--- config.mk ---
export PLATFORM = sky130hd
export DESIGN_NAME = otg_line_regs
export DESIGN_NICKNAME = d
export VERILOG_FILES = /design/src/include/otg_line_regs_pkg.sv /design/src/hdl/cond_sync.sv /design/src/hdl/otg_line_regs.sv
export SDC_FILE = /design/constraint.sdc
export NUM_CORES = 1
export LEC_CHECK = 0
export BUFFER_PORTS_ARGS = -buffer_cell sky130_fd_sc_hd__buf_2
export CELL_PAD_IN_SITES_DETAIL_PLACEMENT = 1
export CELL_PAD_IN_SITES_GLOBAL_PLACEMENT = 2
export CORE_ASPECT_RATIO = 0.6
export CORE_MARGIN = 2
export CORE_UTILIZATION = 40
export CTS_CLUSTER_SIZE = 40
export DETAILED_ROUTE_END_ITERATION = 6
export HOLD_SLACK_MARGIN = 0.12
export PLACE_DENSITY_LB_ADDON = 0.15
export SETUP_SLACK_MARGIN = 0.15
export SKIP_LAST_GASP = 1
export SLEW_MARGIN = 20
export SYNTH_ARGS = -nofsm -noshare
export SYNTH_HDL_FRONTEND = slang
export SYNTH_SLANG_ARGS = --single-unit
--- constraint.sdc ---
create_clock -name CLK -period 2.4 [get_ports CLK]
set_input_delay 0.24 -clock CLK [delete_from_list [all_inputs] [get_ports CLK]]
set_output_delay 0.24 -clock CLK [all_outputs]
set_load 0.02 [all_outputs]
--- src/include/otg_line_regs_pkg.sv ---
package otg_line_regs_pkg;

  // ==========================================================================
  // register addresses
  localparam logic [7:0] ADDR_CTRL2_SET   = 8'h06;
  localparam logic [7:0] ADDR_CTRL2_CLEAR = 8'h07;
  localparam logic [7:0] ADDR_SOURCE      = 8'h08;
  localparam logic [7:0] ADDR_LATCH_SET   = 8'h0A;
  localparam logic [7:0] ADDR_LATCH_CLEAR = 8'h0B;
  localparam logic [7:0] ADDR_FALL_SET    = 8'h0C;
  localparam logic [7:0] ADDR_FALL_CLEAR  = 8'h0D;
  localparam logic [7:0] ADDR_RISE_SET    = 8'h0E;
  localparam logic [7:0] ADDR_RISE_CLEAR  = 8'h0F;

  // ==========================================================================
  // field positions of the line and bus power control register
  localparam int BIT_VBUS_DRIVE     = 5;
  localparam int BIT_VBUS_DISCHARGE = 6;
  localparam int BIT_VBUS_CHARGE    = 7;

  // ==========================================================================
  // field positions of the interrupt condition register
  localparam int SRC_VBUS_VALID    = 0;
  localparam int SRC_SESSION_VALID = 1;
  localparam int SRC_PLUS_HIGH     = 2;
  localparam int SRC_IDENT_GROUND  = 3;
  localparam int SRC_MINUS_HIGH    = 4;
  localparam int SRC_IDENT_OPEN    = 5;
  localparam int SRC_RECONNECT     = 6;
  localparam int SRC_SESSION_OVER  = 7;

  // ==========================================================================
  // reset values and widths
  localparam logic [7:0] CTRL2_RESET  = 8'h0C;
  localparam logic [7:0] LATCH_RESET  = 8'h00;
  localparam logic [7:0] ENABLE_RESET = 8'h00;
  localparam logic [7:0] READ_ZERO    = 8'h00;
  localparam int         COMP_COUNT   = 9;
  localparam logic [1:0] SYNC_FILL    = 2'h3;
  localparam logic [1:0] FILL_STEP    = 2'h1;

  // ==========================================================================
  // carriers
  typedef struct packed {
    logic vbus_charge;
    logic vbus_discharge;
    logic vbus_drive;
    logic ident_line_ground;
    logic minus_line_pull_low;
    logic plus_line_pull_low;
    logic minus_line_pull_high;
    logic plus_line_pull_high;
  } ctrl2_t;

  typedef struct packed {
    logic line_rise_threshold;
    logic session_end;
    logic reconnect_done;
    logic ident_open;
    logic minus_line_high_seen;
    logic ident_grounded;
    logic plus_line_high_seen;
    logic session_valid;
    logic vbus_valid;
  } comp_t;

  typedef struct packed {
    logic       write;
    logic       read;
    logic [7:0] addr;
    logic [7:0] wdata;
  } reg_req_t;

endpackage

--- src/hdl/cond_sync.sv ---
`timescale 1ns/100ps
module cond_sync
  import otg_line_regs_pkg::*;
(
  // clock and reset
  input  logic  clk,
  input  logic  nrst,
  input  logic  ce,
  // conditions
  input  comp_t raw,
  output comp_t stable
);

  typedef struct packed {
    comp_t meta;
    comp_t held;
  } sync_state_t;

  sync_state_t s;
  sync_state_t next_s;

  // ==========================================================================
  // two stages; the first is seen only by the second
  always_comb
  begin
    next_s      = s;
    next_s.meta = raw;
    next_s.held = s.meta;
  end

  always_ff @(posedge clk or negedge nrst)
  begin
    if (!nrst)
      s <= '0;
    else if (ce)
      s <= next_s;
  end

  assign stable = s.held;

endmodule

--- src/hdl/otg_line_regs.sv ---
`timescale 1ns/100ps
// Function
// - line and bus power control register uses a set and a clear address
// - bits 0 and 1 switch pull-ups on plus and minus lines, reset 0
// - bits 2 and 3 switch pull-downs on plus and minus lines, reset 1
// - bit 4 grounds the ident line, reset 0
// - bit 5 drives VBUS through low impedance, reset 0
// - bits 6 and 7 connect VBUS discharge and charge resistors, reset 0
// - drive, discharge and charge bits are mutually exclusive
// - setting drive forces discharge and charge to zero
// - several VBUS bits in one set write: drive over discharge over charge
// - ones written to a set address set bits; zeros change nothing
// - ones written to a clear address clear bits
// - read-only condition register shows present levels; writes ignored
// - condition bits 0 and 1 show VBUS valid and session valid
// - condition bits 2 and 4 show plus and minus line high
// - condition bit 3 shows ident grounded, bit 5 ident open
// - condition bit 6 shows reconnect done while reconnect enable is set
// - reconnect enable input gates the automatic reconnection condition
// - condition bit 7 selects session over or line rise by select input
// - latch records fired conditions; fall and rise enables pick edges
// - latch and both enable registers use set and clear addresses
// - a latch bit sets on an enabled edge of its condition
module otg_line_regs
  import otg_line_regs_pkg::*;
(
  // clock and reset
  input  logic       CLK,
  input  logic       NRST,
  input  logic       CE,
  // register port from the serial engine
  input  reg_req_t   REG,
  output logic [7:0] RDATA,
  // bits held in other registers
  input  logic       RECONNECT_ENABLE,
  input  logic       SOURCE_SELECT,
  // analog comparators and reconnect status
  input  comp_t      COMP,
  // controls to the analog switches, and the event latch
  output ctrl2_t     LINE_CTRL,
  output logic [7:0] LATCH
);

  // ==========================================================================
  // state
  typedef struct packed {
    ctrl2_t     ctrl2;
    logic [7:0] latch;
    logic [7:0] en_fall;
    logic [7:0] en_rise;
    logic [7:0] prev_src;
    logic [1:0] fill;
    logic [7:0] rdata;
  } state_t;

  state_t     s;
  state_t     next_s;
  comp_t      synced;
  logic [7:0] src;
  logic [7:0] rise_hits;
  logic [7:0] fall_hits;
  logic       primed;

  // ==========================================================================
  // condition synchroniser
  cond_sync cond_sync_inst
  (
    .clk    (CLK),
    .nrst   (NRST),
    .ce     (CE),
    .raw    (COMP),
    .stable (synced)
  );

  // ==========================================================================
  // present condition levels
  always_comb
  begin
    src                    = READ_ZERO;
    src[SRC_VBUS_VALID]    = synced.vbus_valid;
    src[SRC_SESSION_VALID] = synced.session_valid;
    src[SRC_PLUS_HIGH]     = synced.plus_line_high_seen;
    src[SRC_IDENT_GROUND]  = synced.ident_grounded;
    src[SRC_MINUS_HIGH]    = synced.minus_line_high_seen;
    src[SRC_IDENT_OPEN]    = synced.ident_open;
    src[SRC_RECONNECT]     = RECONNECT_ENABLE & synced.reconnect_done;
    src[SRC_SESSION_OVER]  = SOURCE_SELECT ? synced.line_rise_threshold
                                           : synced.session_end;
  end

  // ==========================================================================
  // edge detection
  // edges are held off until the synchroniser has filled after reset,
  // so a condition already high at power-up raises no event
  assign primed    = (s.fill == SYNC_FILL);
  assign rise_hits = primed ? (src & ~s.prev_src & s.en_rise) : READ_ZERO;
  assign fall_hits = primed ? (~src & s.prev_src & s.en_fall) : READ_ZERO;

  // ==========================================================================
  // set write with VBUS interlock
  function automatic logic [7:0] ctrl2_set(input logic [7:0] cur,
                                          input logic [7:0] w);
    logic [7:0] r;
    r = cur | w;
    if (w[BIT_VBUS_DRIVE])
    begin
      r[BIT_VBUS_DISCHARGE] = 1'b0;
      r[BIT_VBUS_CHARGE]    = 1'b0;
    end
    else if (w[BIT_VBUS_DISCHARGE])
    begin
      r[BIT_VBUS_DRIVE]  = 1'b0;
      r[BIT_VBUS_CHARGE] = 1'b0;
    end
    else if (w[BIT_VBUS_CHARGE])
    begin
      r[BIT_VBUS_DRIVE]     = 1'b0;
      r[BIT_VBUS_DISCHARGE] = 1'b0;
    end
    return r;
  endfunction

  // ==========================================================================
  // next state
  always_comb
  begin
    next_s          = s;
    next_s.prev_src = src;
    if (!primed)
      next_s.fill = s.fill + FILL_STEP;
    if (REG.write)
    begin
      // the condition register address falls through: writes do nothing
      if (REG.addr == ADDR_CTRL2_SET)
        next_s.ctrl2 = ctrl2_set(s.ctrl2, REG.wdata);
      else if (REG.addr == ADDR_CTRL2_CLEAR)
        next_s.ctrl2 = s.ctrl2 & ~REG.wdata;
      else if (REG.addr == ADDR_LATCH_SET)
        next_s.latch = s.latch | REG.wdata;
      else if (REG.addr == ADDR_LATCH_CLEAR)
        next_s.latch = s.latch & ~REG.wdata;
      else if (REG.addr == ADDR_FALL_SET)
        next_s.en_fall = s.en_fall | REG.wdata;
      else if (REG.addr == ADDR_FALL_CLEAR)
        next_s.en_fall = s.en_fall & ~REG.wdata;
      else if (REG.addr == ADDR_RISE_SET)
        next_s.en_rise = s.en_rise | REG.wdata;
      else if (REG.addr == ADDR_RISE_CLEAR)
        next_s.en_rise = s.en_rise & ~REG.wdata;
    end
    // an event in the same cycle as a clear still lands
    next_s.latch = next_s.latch | rise_hits | fall_hits;
    if (REG.read)
    begin
      if (REG.addr == ADDR_CTRL2_SET || REG.addr == ADDR_CTRL2_CLEAR)
        next_s.rdata = s.ctrl2;
      else if (REG.addr == ADDR_SOURCE)
        next_s.rdata = src;
      else if (REG.addr == ADDR_LATCH_SET || REG.addr == ADDR_LATCH_CLEAR)
        next_s.rdata = s.latch;
      else if (REG.addr == ADDR_FALL_SET || REG.addr == ADDR_FALL_CLEAR)
        next_s.rdata = s.en_fall;
      else if (REG.addr == ADDR_RISE_SET || REG.addr == ADDR_RISE_CLEAR)
        next_s.rdata = s.en_rise;
      else
        next_s.rdata = READ_ZERO;
    end
  end

  // ==========================================================================
  // state register
  always_ff @(posedge CLK or negedge NRST)
  begin
    if (!NRST)
    begin
      s          <= '0;
      s.ctrl2    <= CTRL2_RESET;
      s.latch    <= LATCH_RESET;
      s.en_fall  <= ENABLE_RESET;
      s.en_rise  <= ENABLE_RESET;
    end
    else if (CE)
      s <= next_s;
  end

  assign RDATA     = s.rdata;
  assign LINE_CTRL = s.ctrl2;
  assign LATCH     = s.latch;

  // ==========================================================================
  // checks
  a_vbus_one_hot: assert property (
    @(posedge CLK) disable iff (!NRST)
    $onehot0({s.ctrl2.vbus_drive, s.ctrl2.vbus_discharge,
              s.ctrl2.vbus_charge}))
    else $error("more than one VBUS function active");

  a_drive_wins: assert property (
    @(posedge CLK) disable iff (!NRST)
    (CE && REG.write && REG.addr == ADDR_CTRL2_SET
     && REG.wdata[BIT_VBUS_DRIVE])
    |=> (s.ctrl2.vbus_drive && !s.ctrl2.vbus_discharge
         && !s.ctrl2.vbus_charge))
    else $error("drive set did not clear discharge and charge");

  a_discharge_wins: assert property (
    @(posedge CLK) disable iff (!NRST)
    (CE && REG.write && REG.addr == ADDR_CTRL2_SET
     && !REG.wdata[BIT_VBUS_DRIVE] && REG.wdata[BIT_VBUS_DISCHARGE])
    |=> (!s.ctrl2.vbus_drive && s.ctrl2.vbus_discharge
         && !s.ctrl2.vbus_charge))
    else $error("discharge priority broken");

  a_set_low_bits: assert property (
    @(posedge CLK) disable iff (!NRST)
    (CE && REG.write && REG.addr == ADDR_CTRL2_SET)
    |=> ((s.ctrl2[4:0] & $past(REG.wdata[4:0])) == $past(REG.wdata[4:0]))
        && ((s.ctrl2[4:0] & ~$past(REG.wdata[4:0]))
            == ($past(s.ctrl2[4:0]) & ~$past(REG.wdata[4:0]))))
    else $error("set write did not set or disturbed other bits");

  a_clear_bits: assert property (
    @(posedge CLK) disable iff (!NRST)
    (CE && REG.write && REG.addr == ADDR_CTRL2_CLEAR)
    |=> (s.ctrl2 == ($past(s.ctrl2) & ~$past(REG.wdata))))
    else $error("clear write wrong");

  a_source_no_write: assert property (
    @(posedge CLK) disable iff (!NRST)
    (CE && REG.write && REG.addr == ADDR_SOURCE)
    |=> ($stable(s.ctrl2) && $stable(s.en_fall) && $stable(s.en_rise)))
    else $error("write to condition register changed state");

  a_source_read: assert property (
    @(posedge CLK) disable iff (!NRST)
    (CE && REG.read && REG.addr == ADDR_SOURCE)
    |=> (RDATA == $past(src)))
    else $error("condition read returned wrong value");

  a_reconnect_gate: assert property (
    @(posedge CLK) disable iff (!NRST)
    !RECONNECT_ENABLE |-> !src[SRC_RECONNECT])
    else $error("reconnect condition shown while disabled");

  a_rise_latched: assert property (
    @(posedge CLK) disable iff (!NRST)
    (CE && primed && ((src & ~s.prev_src & s.en_rise) != READ_ZERO))
    |=> ((s.latch & $past(src & ~s.prev_src & s.en_rise))
         == $past(src & ~s.prev_src & s.en_rise)))
    else $error("enabled rising edge not latched");

  a_no_edge_hold: assert property (
    @(posedge CLK) disable iff (!NRST)
    (CE && !REG.write && rise_hits == READ_ZERO && fall_hits == READ_ZERO)
    |=> $stable(s.latch))
    else $error("latch changed without cause");

  a_sync_delay: assert property (
    @(posedge CLK) disable iff (!NRST)
    (CE && COMP.vbus_valid) [*3] |-> src[SRC_VBUS_VALID])
    else $error("condition not through synchroniser in two cycles");

  a_charge_wins: assert property (
    @(posedge CLK) disable iff (!NRST)
    (CE && REG.write && REG.addr == ADDR_CTRL2_SET
     && !REG.wdata[BIT_VBUS_DRIVE] && !REG.wdata[BIT_VBUS_DISCHARGE]
     && REG.wdata[BIT_VBUS_CHARGE])
    |=> (!s.ctrl2.vbus_drive && !s.ctrl2.vbus_discharge
         && s.ctrl2.vbus_charge))
    else $error("charge priority broken");

  a_vbus_untouched: assert property (
    @(posedge CLK) disable iff (!NRST)
    (CE && REG.write && REG.addr == ADDR_CTRL2_SET
     && !REG.wdata[BIT_VBUS_DRIVE] && !REG.wdata[BIT_VBUS_DISCHARGE]
     && !REG.wdata[BIT_VBUS_CHARGE])
    |=> $stable({s.ctrl2.vbus_drive, s.ctrl2.vbus_discharge,
                 s.ctrl2.vbus_charge}))
    else $error("set write without VBUS bits moved a VBUS bit");

  a_read_ctrl: assert property (
    @(posedge CLK) disable iff (!NRST)
    (CE && REG.read
     && (REG.addr == ADDR_CTRL2_SET || REG.addr == ADDR_CTRL2_CLEAR))
    |=> (RDATA == $past(s.ctrl2)))
    else $error("control read returned wrong value");

  a_rdata_hold: assert property (
    @(posedge CLK) disable iff (!NRST)
    !(CE && REG.read) |=> $stable(RDATA))
    else $error("read data changed without a read");

  a_ctrl_freeze: assert property (
    @(posedge CLK) disable iff (!NRST)
    !CE |=> ($stable(s.ctrl2) && $stable(s.en_fall) && $stable(s.en_rise)))
    else $error("register moved while clock enable low");

  a_latch_freeze: assert property (
    @(posedge CLK) disable iff (!NRST)
    !CE |=> $stable(s.latch))
    else $error("latch moved while clock enable low");

  a_reset_ctrl: assert property (
    @(posedge CLK)
    (!NRST) [*2] |-> (LINE_CTRL == CTRL2_RESET))
    else $error("control register not at power-up value in reset");

  a_reset_regs: assert property (
    @(posedge CLK)
    (!NRST) [*2] |-> (LATCH == LATCH_RESET && RDATA == READ_ZERO))
    else $error("latch or read data not cleared in reset");

  a_latch_sticky: assert property (
    @(posedge CLK) disable iff (!NRST)
    (CE && !(REG.write && REG.addr == ADDR_LATCH_CLEAR))
    |=> ((s.latch & $past(s.latch)) == $past(s.latch)))
    else $error("latch bit dropped without a clear write");

  a_latch_set: assert property (
    @(posedge CLK) disable iff (!NRST)
    (CE && REG.write && REG.addr == ADDR_LATCH_SET)
    |=> ((s.latch & $past(REG.wdata)) == $past(REG.wdata)))
    else $error("latch set write did not set");

  a_latch_clear: assert property (
    @(posedge CLK) disable iff (!NRST)
    (CE && REG.write && REG.addr == ADDR_LATCH_CLEAR)
    |=> ((s.latch & $past(REG.wdata) & ~$past(rise_hits | fall_hits))
         == READ_ZERO))
    else $error("latch clear write did not clear");

  a_fall_set: assert property (
    @(posedge CLK) disable iff (!NRST)
    (CE && REG.write && REG.addr == ADDR_FALL_SET)
    |=> ((s.en_fall & $past(REG.wdata)) == $past(REG.wdata)))
    else $error("falling enable set write did not set");

  a_rise_clear: assert property (
    @(posedge CLK) disable iff (!NRST)
    (CE && REG.write && REG.addr == ADDR_RISE_CLEAR)
    |=> ((s.en_rise & $past(REG.wdata)) == READ_ZERO))
    else $error("rising enable clear write did not clear");

  a_fall_latched: assert property (
    @(posedge CLK) disable iff (!NRST)
    (CE && primed && ((~src & s.prev_src & s.en_fall) != READ_ZERO))
    |=> ((s.latch & $past(~src & s.prev_src & s.en_fall))
         == $past(~src & s.prev_src & s.en_fall)))
    else $error("enabled falling edge not latched");

endmodule

After elaboration in Yosys (flattened, before gate mapping)
Index checks and enable logic that the tools add are counted.

word-level totals
  flip-flop bits (word level) = 68
  bits in latches = 0
  bits in writable memories = 0
  bits in read-only memories = 0
  memories kept = 0

operators by class
  $add $sub $neg = 1
  multipliers = 0
  div/mod/pow operators = 0
  order comparisons = 0
  eq/ne operators = 10
  shift operators = 0
  multiplexer cells = 29
  bitwise gates (word level) = 25
  reduce and logical (&&, ||, !) cells = 12

operators with widths
  kind                 number
  $mux 8               17
  $mux 24              3
  $and 8x8->8          8
  $eq 8x4->1 const B   7
  $or 8x8->8           6
  $mux 16              2
  $not 8->8            3
  $eq 8x3->1 const B   2
  $reduce_and 9->1     1
  $not 1->1            7
  $reduce_and 7->1     1
  $reduce_bool 2->1    3
  $mux 1               5
  $logic_or 1x1->1     4
  $mux 2               2
  $reduce_and 2->1     2
  $reduce_and 3->1     1
  $add 2x1->2 const B  1
  $eq 2x2->1 const B   1
  $and 1x1->1          1

Logic depth before layout (Yosys ltp)
Gate-level depths: netlist (run 1).

  word-level depth = 13
  gate-level depth with buffers = 6

By module
A second synthesis (run 1) with hierarchy kept.

second synthesis, totals
  cells, all modules = 315
  area total of the unflattened synthesis = 3593.4 um^2

by module, submodules not included
  module         times used  cells each  area each (um^2)  sequential area each (um^2)
  otg_line_regs  1           277         2871.5            1253.7
  cond_sync      1           38          721.9             450.4

Least setup slack after synthesis (run 1)
OpenSTA, ideal clock, no wires.

  kind = input port to flip-flop
  from = in REG[15] (netlist name)
  to = reg with a tool-made name
  library setup time = 0.127 ns
  arrival = 1.603 ns
  data required time = 2.273 ns
  path slack = 0.670 ns
  stages on the path = 4
  buffers on the path = 0
  cells stage by stage = or4_4 > nor4b_4 > nand2_1 > mux2_1

RTL lines
  item                RTL line             source
  start: declaration  otg_line_regs.sv:32  input reg_req_t REG,

==> impl_metrics.json, run 1 <==
{
  "ys_warn_count": 0,
  "io_pins": 56,
  "routed_wirelength_um": 9230,
  "dp_hpwl_um": 6600,
  "clock_latency_ns": 0.33,
  "clockRootBuffer": "clkbuf_16",
  "crit_type": "in2reg",
  "setup_tns_ns": 0,
  "drt_pass1_iterations": 5,
  "synth_most_common_cell": "dfrtp_1",
  "cts_num_sinks": 68,
  "drc": 0,
  "seq_area_frac_synth_pct": 47.2,
  "synth.distinct_cells": 39,
  "multi_input_area_um2": 1620,
  "drive_gt1_share_pct": 36.4,
  "yosys-top-cells-area": "dfrtp_1 46%, mux2_2 12%, buf_4 5.4%",
  "synthSimpleGateAreaFrac_pct": 15.8,
  "critPathArrivalTime_ns": 1.99,
  "grt_max_degree": 51,
  "hold_viol_final": 0,
  "vias_per_cell": 5.54,
  "p_per_area_nw_per_um2": 784,
  "syn_nets": 358,
  "layout.area.seq_um2": 1700,
  "worst_ep_required_time_ns": 2.61,
  "r2r_setup_slack_ns": 0.98,
  "fin_crit_sh_pct": 74.1,
  "postLayoutCellArea_um2": 4150,
  "ctsHoldBuffers": 1,
  "numCtsBuffers": 9,
  "finalSetupViolCount": 0,
  "crit_path_start": "REG[15]",
  "ys.flop_type": "dfrtp_1",
  "gp_congestion": 0.789,
  "cts.clk_slew.worst_paths_ns": 0.05,
  "grt_pass1_wl_um": 15700,
  "drt_iter0_drc": 171,
  "syn_inst": 325,
  "synthAdderAreaFrac_pct": 0.347,
  "place_area_um2": 3850,
  "synth_edf_count": 0,
  "p_leak_nw": 1.85,
  "synth_top_family_by_area": "multiplexers",
  "synth-xor-area-share_pct": 0.243,
  "start_kind": "input port",
  "combPwrFrac_pct": 16.8,
  "rsz0062_at_grt": "false",
  "whs_ns": 0.136,
  "netlist_area_um2": 3610,
  "fmax_mhz": 562,
  "worstMarginPinSlew_ns": 0.718,
  "rr_endpoint": "LATCH[4]$_DFFE_PN0P_",
  "coreArea_um2": 8650,
  "rr_startpoint": "s[8]$_DFFE_PN0P_",
  "ctsResizeCount": 0,
  "reg2regPathDepth": 4,
  "seqPwrFrac_pct": 43.6,
  "swShare_pct": 27.2,
  "path_max_fanout": 8,
  "route.vias.total": 2633,
  "maxCapViolCount": 0,
  "finalCriticalPeriod_ns": 1.78,
  "track_usage_pct": 20.7,
  "row_count": 26,
  "postRouteAntennaNets": 0,
  "antenna_cells": 0,
  "cp-end-kind": "flop",
  "pwr-share-clk_pct": 39.7,
  "max_slew_margin_pct": 52.0,
  "grt_overflow": 0,
  "ir_drop_mv": 0.430,
  "synthMuxAreaShare_pct": 16.8,
  "nets": 392,
  "synthTopCellsByCount": "66 x dfrtp_1, 39 x mux2_2, 31 x nand2_1",
  "hp-class": "in2reg",
  "tritoncts": "done",
  "status": "finished, final reports clean",
  "die_h_um": 77.6,
  "final_max_slew_viol_count": 0,
  "die_w_um": 127,
  "synth_compound_area_share_pct": 11.8,
  "ys_async_sr_fraction_pct": 100,
  "drt-wirelength-per-cell_um": 19.4,
  "initial_core_util_pct": 41.7,
  "syn_to_final_growth_pct": 14.9,
  "switchingPower_w": 0.000885,
  "clock_skew_ns": 0.00600,
  "cts_setup_buffers": 0,
  "first_global_vias": 2855,
  "io_buffers": 55,
  "antenna_found_initial": 0,
  "htreeDepth": 3,
  "synth_area_leader_cell": "dfrtp_1",
  "synth_seq_cells": 68,
  "p_int_w": 0.00237,
  "netlist.area_leader.share_pct": 45.7,
  "avgSynthCellArea_um2": 11.1,
  "fillers": 948,
  "cts_buffer_depth": 2,
  "die_area_um2": 9830
}
## area by class of cell
class	count	share of cell area, %
Multi-Input combinational cell	208	39.1
Timing Repair Buffer	66	8.99
Inverter	6	0.543
Tap cell	112	3.38
Clock inverter	2	0.844
Clock buffer	13	6.03
Sequential cell	68	41.1
## power groups by stage
stage                     Clock [W]  Sequential (W)  Combinational, W
after floorplan                   0         0.00139          0.000447
after global placement            0         0.00143          0.000534
after detailed placement          0         0.00144          0.000554
after CTS                   0.00133         0.00142          0.000556
after global routing        0.00136         0.00144          0.000606
final                       0.00129         0.00142          0.000545
## cells in the final DEF, fill, tap and decap left out, types with 2 or more instances in the layout
master,Yosys,layout
buf_4,26,9
o311a_1,6,6
o211ai_1,6,6
mux2_2,39,39
mux2_4,4,4
a21oi_1,24,24
clkbuf_1,12,3
inv_1,6,6
mux2i_1,4,4
dfstp_2,2,2
nand2_1,31,31
o21ai_0,6,6
nor2b_1,4,4
nand3_1,19,19
nor2_1,3,3
o31ai_1,2,2
nand3b_1,12,12
a31oi_1,8,8
mux2_1,6,6
dfrtp_1,66,66
clkbuf_16,0,9
nor4_4,2,2
nor4b_4,2,2
buf_2,1,55
o22a_1,2,2
a221o_1,8,8
nand2b_1,8,8
## worst min path at each step
| stage | from | to | depth (start not counted) |
|---|---|---|---|
| global placement | NRST | cond_sync_inst.next_s[7]$_DFFE_PN0P_ | 1 |
| finish | COMP[3] | cond_sync_inst.next_s[3]$_DFFE_PN0P_ | 2 |
| CTS | COMP[6] | cond_sync_inst.next_s[6]$_DFFE_PN0P_ | 2 |
| detailed placement | NRST | cond_sync_inst.next_s[6]$_DFFE_PN0P_ | 1 |
| floorplan | NRST | LATCH[0]$_DFFE_PN0P_ | 0 |
| global route | COMP[3] | cond_sync_inst.next_s[3]$_DFFE_PN0P_ | 2 |
## metal layers
| layer | share of wire [%] | track usage, % |
|---|---|---|
| met3 | 5.4 | 6.34 |
| met4 | 0.68 | 3.96 |
| met2 | 46 | 32.7 |
| met1 | 48 | 28.4 |
| met5 | 0 | 0 |
## stage by stage
step / setup slack, ns / utilization, % / std cells / power [W]
after global routing: 0.569 / 47.9 / 475 / 0.00341
after floorplan: 0.670 / - / 325 / 0.00184
after global placement: 0.327 / 44.5 / 459 / 0.00196
after detailed placement: 0.286 / 44.5 / 459 / 0.00199
final: 0.622 / 47.9 / 475 / 0.00325
after CTS: 0.637 / 47.9 / 475 / 0.00330
## critical path: stages
cell and delay (ns):
buf_2 0.11, or4_4 0.61, nor4b_4 0.55, nand2_1 0.14, mux2_1 0.33
## cell families after synthesis
kind of cell	Yosys count
compound gates	63
mux	53
buf+inv	49
flops	68
fa+ha+maj	1
simple gates	90
xor+xnor	1
No activity file was read; power rests on OpenSTA's default activity.
==> run 2: changes to the inputs <==
--- a/config.mk
+++ b/config.mk
@@ -10,7 +10,7 @@
 export CELL_PAD_IN_SITES_GLOBAL_PLACEMENT = 2
 export CORE_ASPECT_RATIO = 0.6
 export CORE_MARGIN = 2
-export CORE_UTILIZATION = 40
+export CORE_UTILIZATION = 33
 export CTS_CLUSTER_SIZE = 40
 export DETAILED_ROUTE_END_ITERATION = 6
 export HOLD_SLACK_MARGIN = 0.12
==> constraint.sdc (replaced) <==
create_clock -name CLK -period 1.6 [get_ports CLK]
set_input_delay 0.16 -clock CLK [delete_from_list [all_inputs] [get_ports CLK]]
set_output_delay 0.16 -clock CLK [all_outputs]
set_load 0.02 [all_outputs]
==> run 2 against run 1 <==
- first-iteration DRC count is 35% lower
- register-to-register slack worse by 0.69 ns
- worst setup slack worse by 0.51 ns
- cell count is 13% higher
- flip-flop and latch count stayed put
- power is 54% higher
- critical path type unchanged
- largest power group unchanged
==> impl_metrics.json, run 2 (synthesized netlist as in run 1, its figures left out) <==
{
  "syn_to_final_growth_pct": 26.4,
  "cts.clk_slew.worst_paths_ns": 0.06,
  "fin_crit_sh_pct": 93.1,
  "io_buffers": 55,
  "track_usage_pct": 18.1,
  "finalSetupViolCount": 0,
  "nets": 424,
  "setup_tns_ns": 0,
  "layout.area.seq_um2": 1700,
  "antenna_cells": 0,
  "whs_ns": 0.150,
  "final_cells": 535,
  "route.vias.total": 2769,
  "drive_gt1_share_pct": 42.4,
  "dp_hpwl_um": 7050,
  "clockRootBuffer": "clkbuf_16",
  "drt-wirelength-per-cell_um": 18.9,
  "start_kind": "input port",
  "grt_overflow": 0,
  "clock_skew_ns": 0.00952,
  "min_path_cells": 2,
  "clock_latency_ns": 0.33,
  "grt_pass1_wl_um": 16400,
  "status": "finished, final reports clean",
  "maxCapViolCount": 0,
  "die_h_um": 85.0,
  "worst_ep_required_time_ns": 1.81,
  "min-delay-start": "REG[3]",
  "antenna_found_initial": 0,
  "ir_drop_mv": 0.556,
  "finalCriticalPeriod_ns": 1.49,
  "rr_startpoint": "s[8]$_DFFE_PN0P_",
  "worst_slack_ns": 0.111,
  "hp-class": "in2reg",
  "rr_endpoint": "LATCH[4]$_DFFE_PN0P_",
  "htreeDepth": 3,
  "p_leak_nw": 2.05,
  "hold_viol_final": 0,
  "cts_num_sinks": 68,
  "fillers": 1179,
  "reg2regPathDepth": 5,
  "p_per_area_nw_per_um2": 1100,
  "hold-path-endpoint": "LATCH[3]$_DFFE_PN0P_",
  "coreArea_um2": 10600,
  "crit_type": "in2reg",
  "tritoncts": "done",
  "first_global_vias": 2889,
  "dp_cells": 506,
  "multi_input_area_um2": 1670,
  "final_common_cell": "dfrtp_1",
  "cts_buffer_depth": 2,
  "drc": 0,
  "fmax_mhz": 671,
  "layout_common_cells": "66 x dfrtp_1, 53 x buf_2, 39 x mux2_2",
  "vias_per_cell": 5.18,
  "die_w_um": 139,
  "max_slew_margin_pct": 73.9,
  "drt_pass1_iterations": 4,
  "critPathArrivalTime_ns": 1.70,
  "postRouteAntennaNets": 0,
  "die_area_um2": 11800,
  "routed_wirelength_um": 10100,
  "path_max_fanout": 7,
  "row_count": 29,
  "pre_cts_ws_ns": -0.249,
  "worstMarginPinSlew_ns": 0.392,
  "grt_max_degree": 69,
  "cp-end-kind": "flop",
  "final_max_slew_viol_count": 0,
  "r2r_setup_slack_ns": 0.29,
  "initial_core_util_pct": 34.1,
  "rsz0062_at_grt": "true",
  "drt_iter0_drc": 112,
  "gp_congestion": 0.784,
  "p_total_w": 0.00502,
  "io_pins": 56,
  "numCtsBuffers": 9
}
run 2: changes by cell type in the layout (fill, tap and decap cells not counted), sizes merged:
cell         change
buf             +22
clkbuf           -4
clkinv           +2
clkinvlp         +1
dlygate4sd3     +10
inv              +2
run 2: per-stage QoR:
step                utilization (%)  area (µm²)
global route                   43.1        4560
detailed placement             38.5        4080
finish                         43.1        4560
floorplan                         -        3620
CTS                            42.9        4540
global placement               38.5        4080
run 2: routing by layer:
layer	track usage (%)	part of all wire [%]
met1	26.2	49
met2	27.9	46
met3	4.06	4.6
met4	4.13	0.41
met5	0	0
run 2: where the power goes:
group          switching [W]  internal (W)  total [W]
Combinational       0.000468      0.000430   0.000898
Sequential          0.000181       0.00194    0.00212
Clock               0.000782       0.00121    0.00200
run 2: critical path, stage by stage:
cell     delay (ns)
buf_6          0.09
or4_4          0.61
nor4b_4        0.29
buf_12         0.17
nand2_1        0.07
mux2_4         0.30
run 2: cell type report:
class | instances | share of cell area (%)
flip-flops and latches | 68 | 37.3
multi-input cells | 208 | 36.6
repair buffers | 98 | 15.2
clock buffers | 9 | 4.94
well taps | 139 | 3.81
clock inverters | 7 | 1.62
inverters | 6 | 0.494
run 2: worst max-delay path by stage:
stage                       start  endpoint  slack (ns)
after detailed placement  REG[15]      flop       -0.25
after global routing      REG[15]      flop        0.05
after floorplan           REG[15]      flop       -0.05
after CTS                 REG[15]      flop        0.11
after global placement    REG[15]      flop       -0.22
final                     REG[15]      flop        0.11
run 2: repair_timing:
action                                  4_1_cts  5_1_grt
hold buffers                                 11        0
endpoints found under the setup margin       14       26
buffers inserted                              2        0
gates cloned                                  0        0
resized for setup                             8        6
endpoints found under the hold margin        76        0
pin swaps                                     0        6
==> run 3: changes to the inputs <==
--- a/config.mk
+++ b/config.mk
@@ -5,12 +5,13 @@
 export SDC_FILE = /design/constraint.sdc
 export NUM_CORES = 1
 export LEC_CHECK = 0
+export ABC_AREA = 1
 export BUFFER_PORTS_ARGS = -buffer_cell sky130_fd_sc_hd__buf_2
 export CELL_PAD_IN_SITES_DETAIL_PLACEMENT = 1
 export CELL_PAD_IN_SITES_GLOBAL_PLACEMENT = 2
 export CORE_ASPECT_RATIO = 0.6
 export CORE_MARGIN = 2
-export CORE_UTILIZATION = 33
+export CORE_UTILIZATION = 30
 export CTS_CLUSTER_SIZE = 40
 export DETAILED_ROUTE_END_ITERATION = 6
 export HOLD_SLACK_MARGIN = 0.12
==> run 3 against run 2 <==
- sequential share of layout area down 1.4 points
- clock-buffer cell count rose by 5
- die area is 19% higher
- non-clock buffer count is 9 lower
- hold slack lost 0.016 ns
- combinational power increased by 1%
- flip-flop and latch count unchanged
- power down 1.2%
- cell count grew 43%
- highest routed layer unchanged
==> impl_metrics.json, run 3 <==
{
  "cp_num_cells": 3,
  "r2r_setup_slack_ns": 0.26,
  "seqPwrFrac_pct": 41.8,
  "antenna_found_initial": 0,
  "fmax_mhz": 744,
  "track_usage_pct": 19.6,
  "crit_type": "reg2reg",
  "maxCapViolCount": 0,
  "final_common_cell": "nand2_1",
  "p_per_area_nw_per_um2": 1050,
  "place_area_um2": 4350,
  "pre_cts_ws_ns": -0.0504,
  "first_global_vias": 3785,
  "drt_pass1_iterations": 4,
  "ir_drop_mv": 0.547,
  "cp_top_family": "flip-flops",
  "io_pins": 56,
  "route.met2.wl_um": 5690,
  "die_h_um": 92.5,
  "tritoncts": "done",
  "cp-end-kind": "flop",
  "die_w_um": 152,
  "highest_layer": "met4",
  "synth.distinct_cells": 36,
  "rr_endpoint": "s[9]$_DFFE_PN0P_",
  "postRouteAntennaNets": 0,
  "cp_slowest_cell": "dfrtp_1",
  "dp_hpwl_um": 9650,
  "worst_slack_ns": 0.256,
  "antenna_cells": 0,
  "syn_inst": 530,
  "layout_common_cells": "182 x nand2_1, 66 x dfrtp_1, 55 x buf_2",
  "synth_edf_count": 0,
  "start_kind": "flop",
  "critPathArrivalTime_ns": 1.57,
  "reg2regPathDepth": 3,
  "p_total_w": 0.00496,
  "hp-class": "in2reg",
  "die_area_um2": 14000,
  "synthTopCellsByCount": "182 x nand2_1, 66 x dfrtp_1, 44 x nand3_1",
  "syn_nets": 563,
  "route.vias.total": 3669,
  "cp_slowest_stage_delay_ns": 0.40,
  "synth_most_common_cell": "nand2_1",
  "cts_setup_buffers": 0,
  "hold_viol_final": 0,
  "finalCriticalPeriod_ns": 1.34,
  "max_slew_margin_pct": 45.1,
  "syn_to_final_growth_pct": 20.8,
  "path_max_fanout": 6,
  "combPwrFrac_pct": 18.4,
  "yosys-top-cells-area": "dfrtp_1 42%, nand2_1 17%, nand3_1 5.6%",
  "switchingPower_w": 0.00150,
  "synth_area_leader_cell": "dfrtp_1",
  "seq_area_frac_synth_pct": 43.5,
  "avgSynthCellArea_um2": 7.40,
  "status": "finished, final reports clean",
  "p_leak_nw": 2.51,
  "io_buffers": 55,
  "coreArea_um2": 12800,
  "crit_buf_inv": 0,
  "worst_ep_required_time_ns": 1.82,
  "nets": 622,
  "clock_skew_ns": 0.00918,
  "clock_latency_ns": 0.34,
  "wl_met1_um": 6500,
  "synth_seq_cells": 68,
  "postLayoutCellArea_um2": 4740,
  "p_int_w": 0.00346,
  "ys_async_sr_fraction_pct": 100,
  "crit_path_start": "s[8]$_DFFE_PN0P_",
  "dp_cells": 738,
  "netlist_area_um2": 3920,
  "drt_iter0_drc": 112,
  "rsz0062_at_grt": "false",
  "clockRootBuffer": "clkbuf_16",
  "routed_wirelength_um": 12800,
  "grt_max_degree": 43,
  "final_cells": 764,
  "ys.flop_type": "dfrtp_1",
  "fin_crit_sh_pct": 84.0,
  "worstMarginPinSlew_ns": 0.820,
  "cts_buffer_depth": 2,
  "finalSetupViolCount": 0,
  "pwr-share-clk_pct": 39.8,
  "wl_met3_um": 422,
  "final_max_slew_viol_count": 0,
  "drc": 0,
  "ys_warn_count": 0,
  "drive_gt1_share_pct": 19.7,
  "grt_pass1_wl_um": 20500,
  "htreeDepth": 3,
  "rr_startpoint": "s[8]$_DFFE_PN0P_",
  "netlist.area_leader.share_pct": 42.1,
  "row_count": 32,
  "worstPathCellList": "ha_2 > or2_2 > mux2_2",
  "gp_congestion": 0.818,
  "swShare_pct": 30.3,
  "grt_overflow": 0,
  "endpoint": "s[9]$_DFFE_PN0P_",
  "numCtsBuffers": 9,
  "cts.clk_slew.worst_paths_ns": 0.06,
  "cts_num_sinks": 68,
  "vias_per_cell": 4.80,
  "initial_core_util_pct": 30.6,
  "drt-wirelength-per-cell_um": 16.7
}
-- run 3: cells by family after synthesis --
group / share of synthesized area (%)
xor+xnor: 0.223
mux: 0.287
fa+ha+maj: 0.319
simple gates: 35.9
buf+inv: 11.4
compound gates: 8.39
flops: 43.5
-- run 3: tightest hold or removal path: stages --
cell,delay (ns)
buf_2,0.14
nand3_1,0.09
nand2_1,0.04
-- run 3: layout make-up --
class                      instances  area (µm²)
tap                              170         213
sequential                        68        1700
clock inverter                     2        35.0
timing repair buffer              89         581
clock buffer                      14         244
fill                            1615        8080
multi-input combinational        372        1770
inverter                          49         188
-- run 3: worst min-delay path by stage --
stage | startpoint | endpoint | slack, ns | cells after the start
after floorplan | NRST | LATCH[0]$_DFFE_PN0P_ | -0.14 | 0
after global placement | NRST | RDATA[4]$_DFFE_PN0P_ | 0.15 | 1
after detailed placement | NRST | RDATA[4]$_DFFE_PN0P_ | 0.16 | 1
after CTS | REG[2] | flop | 0.13 | 3
after global routing | REG[2] | flop | 0.14 | 3
final | REG[2] | flop | 0.13 | 3
-- run 3: power by group through the flow --
stage | clock, W | sequential, W | combinational (W)
after global placement | 0 | 0.00210 | 0.000884
after global routing | 0.00211 | 0.00210 | 0.00104
after detailed placement | 0 | 0.00211 | 0.000901
after CTS | 0.00202 | 0.00208 | 0.000925
final | 0.00197 | 0.00207 | 0.000911
after floorplan | 0 | 0.00205 | 0.000690
-- run 3: timing repair --
| action | CTS | global route |
|---|---|---|
| setup endpoints to repair | 0 | 2 |
| hold buffers | 10 | 0 |
| resized for setup | 0 | 1 |
| endpoints found under the hold margin | 25 | 0 |
-- run 3: through the flow --
stage                     utilization [%]  setup TNS [ns]  hold WS, ns
after floorplan                         -               0       -0.136
after global placement               34.0         -0.0268        0.149
after detailed placement             34.0          -0.201        0.159
after CTS                            36.9               0        0.130
after global routing                 37.0               0        0.141
final                                37.0               0        0.135
-- run 3: routing by layer --
| metal | up-vias | track usage, % |
|---|---|---|
| li1 | 1803 | - |
| met1 | 1811 | 27.8 |
| met2 | 44 | 30.1 |
| met3 | 11 | 4.63 |
| met4 | 0 | 5.09 |
| met5 | - | 0 |
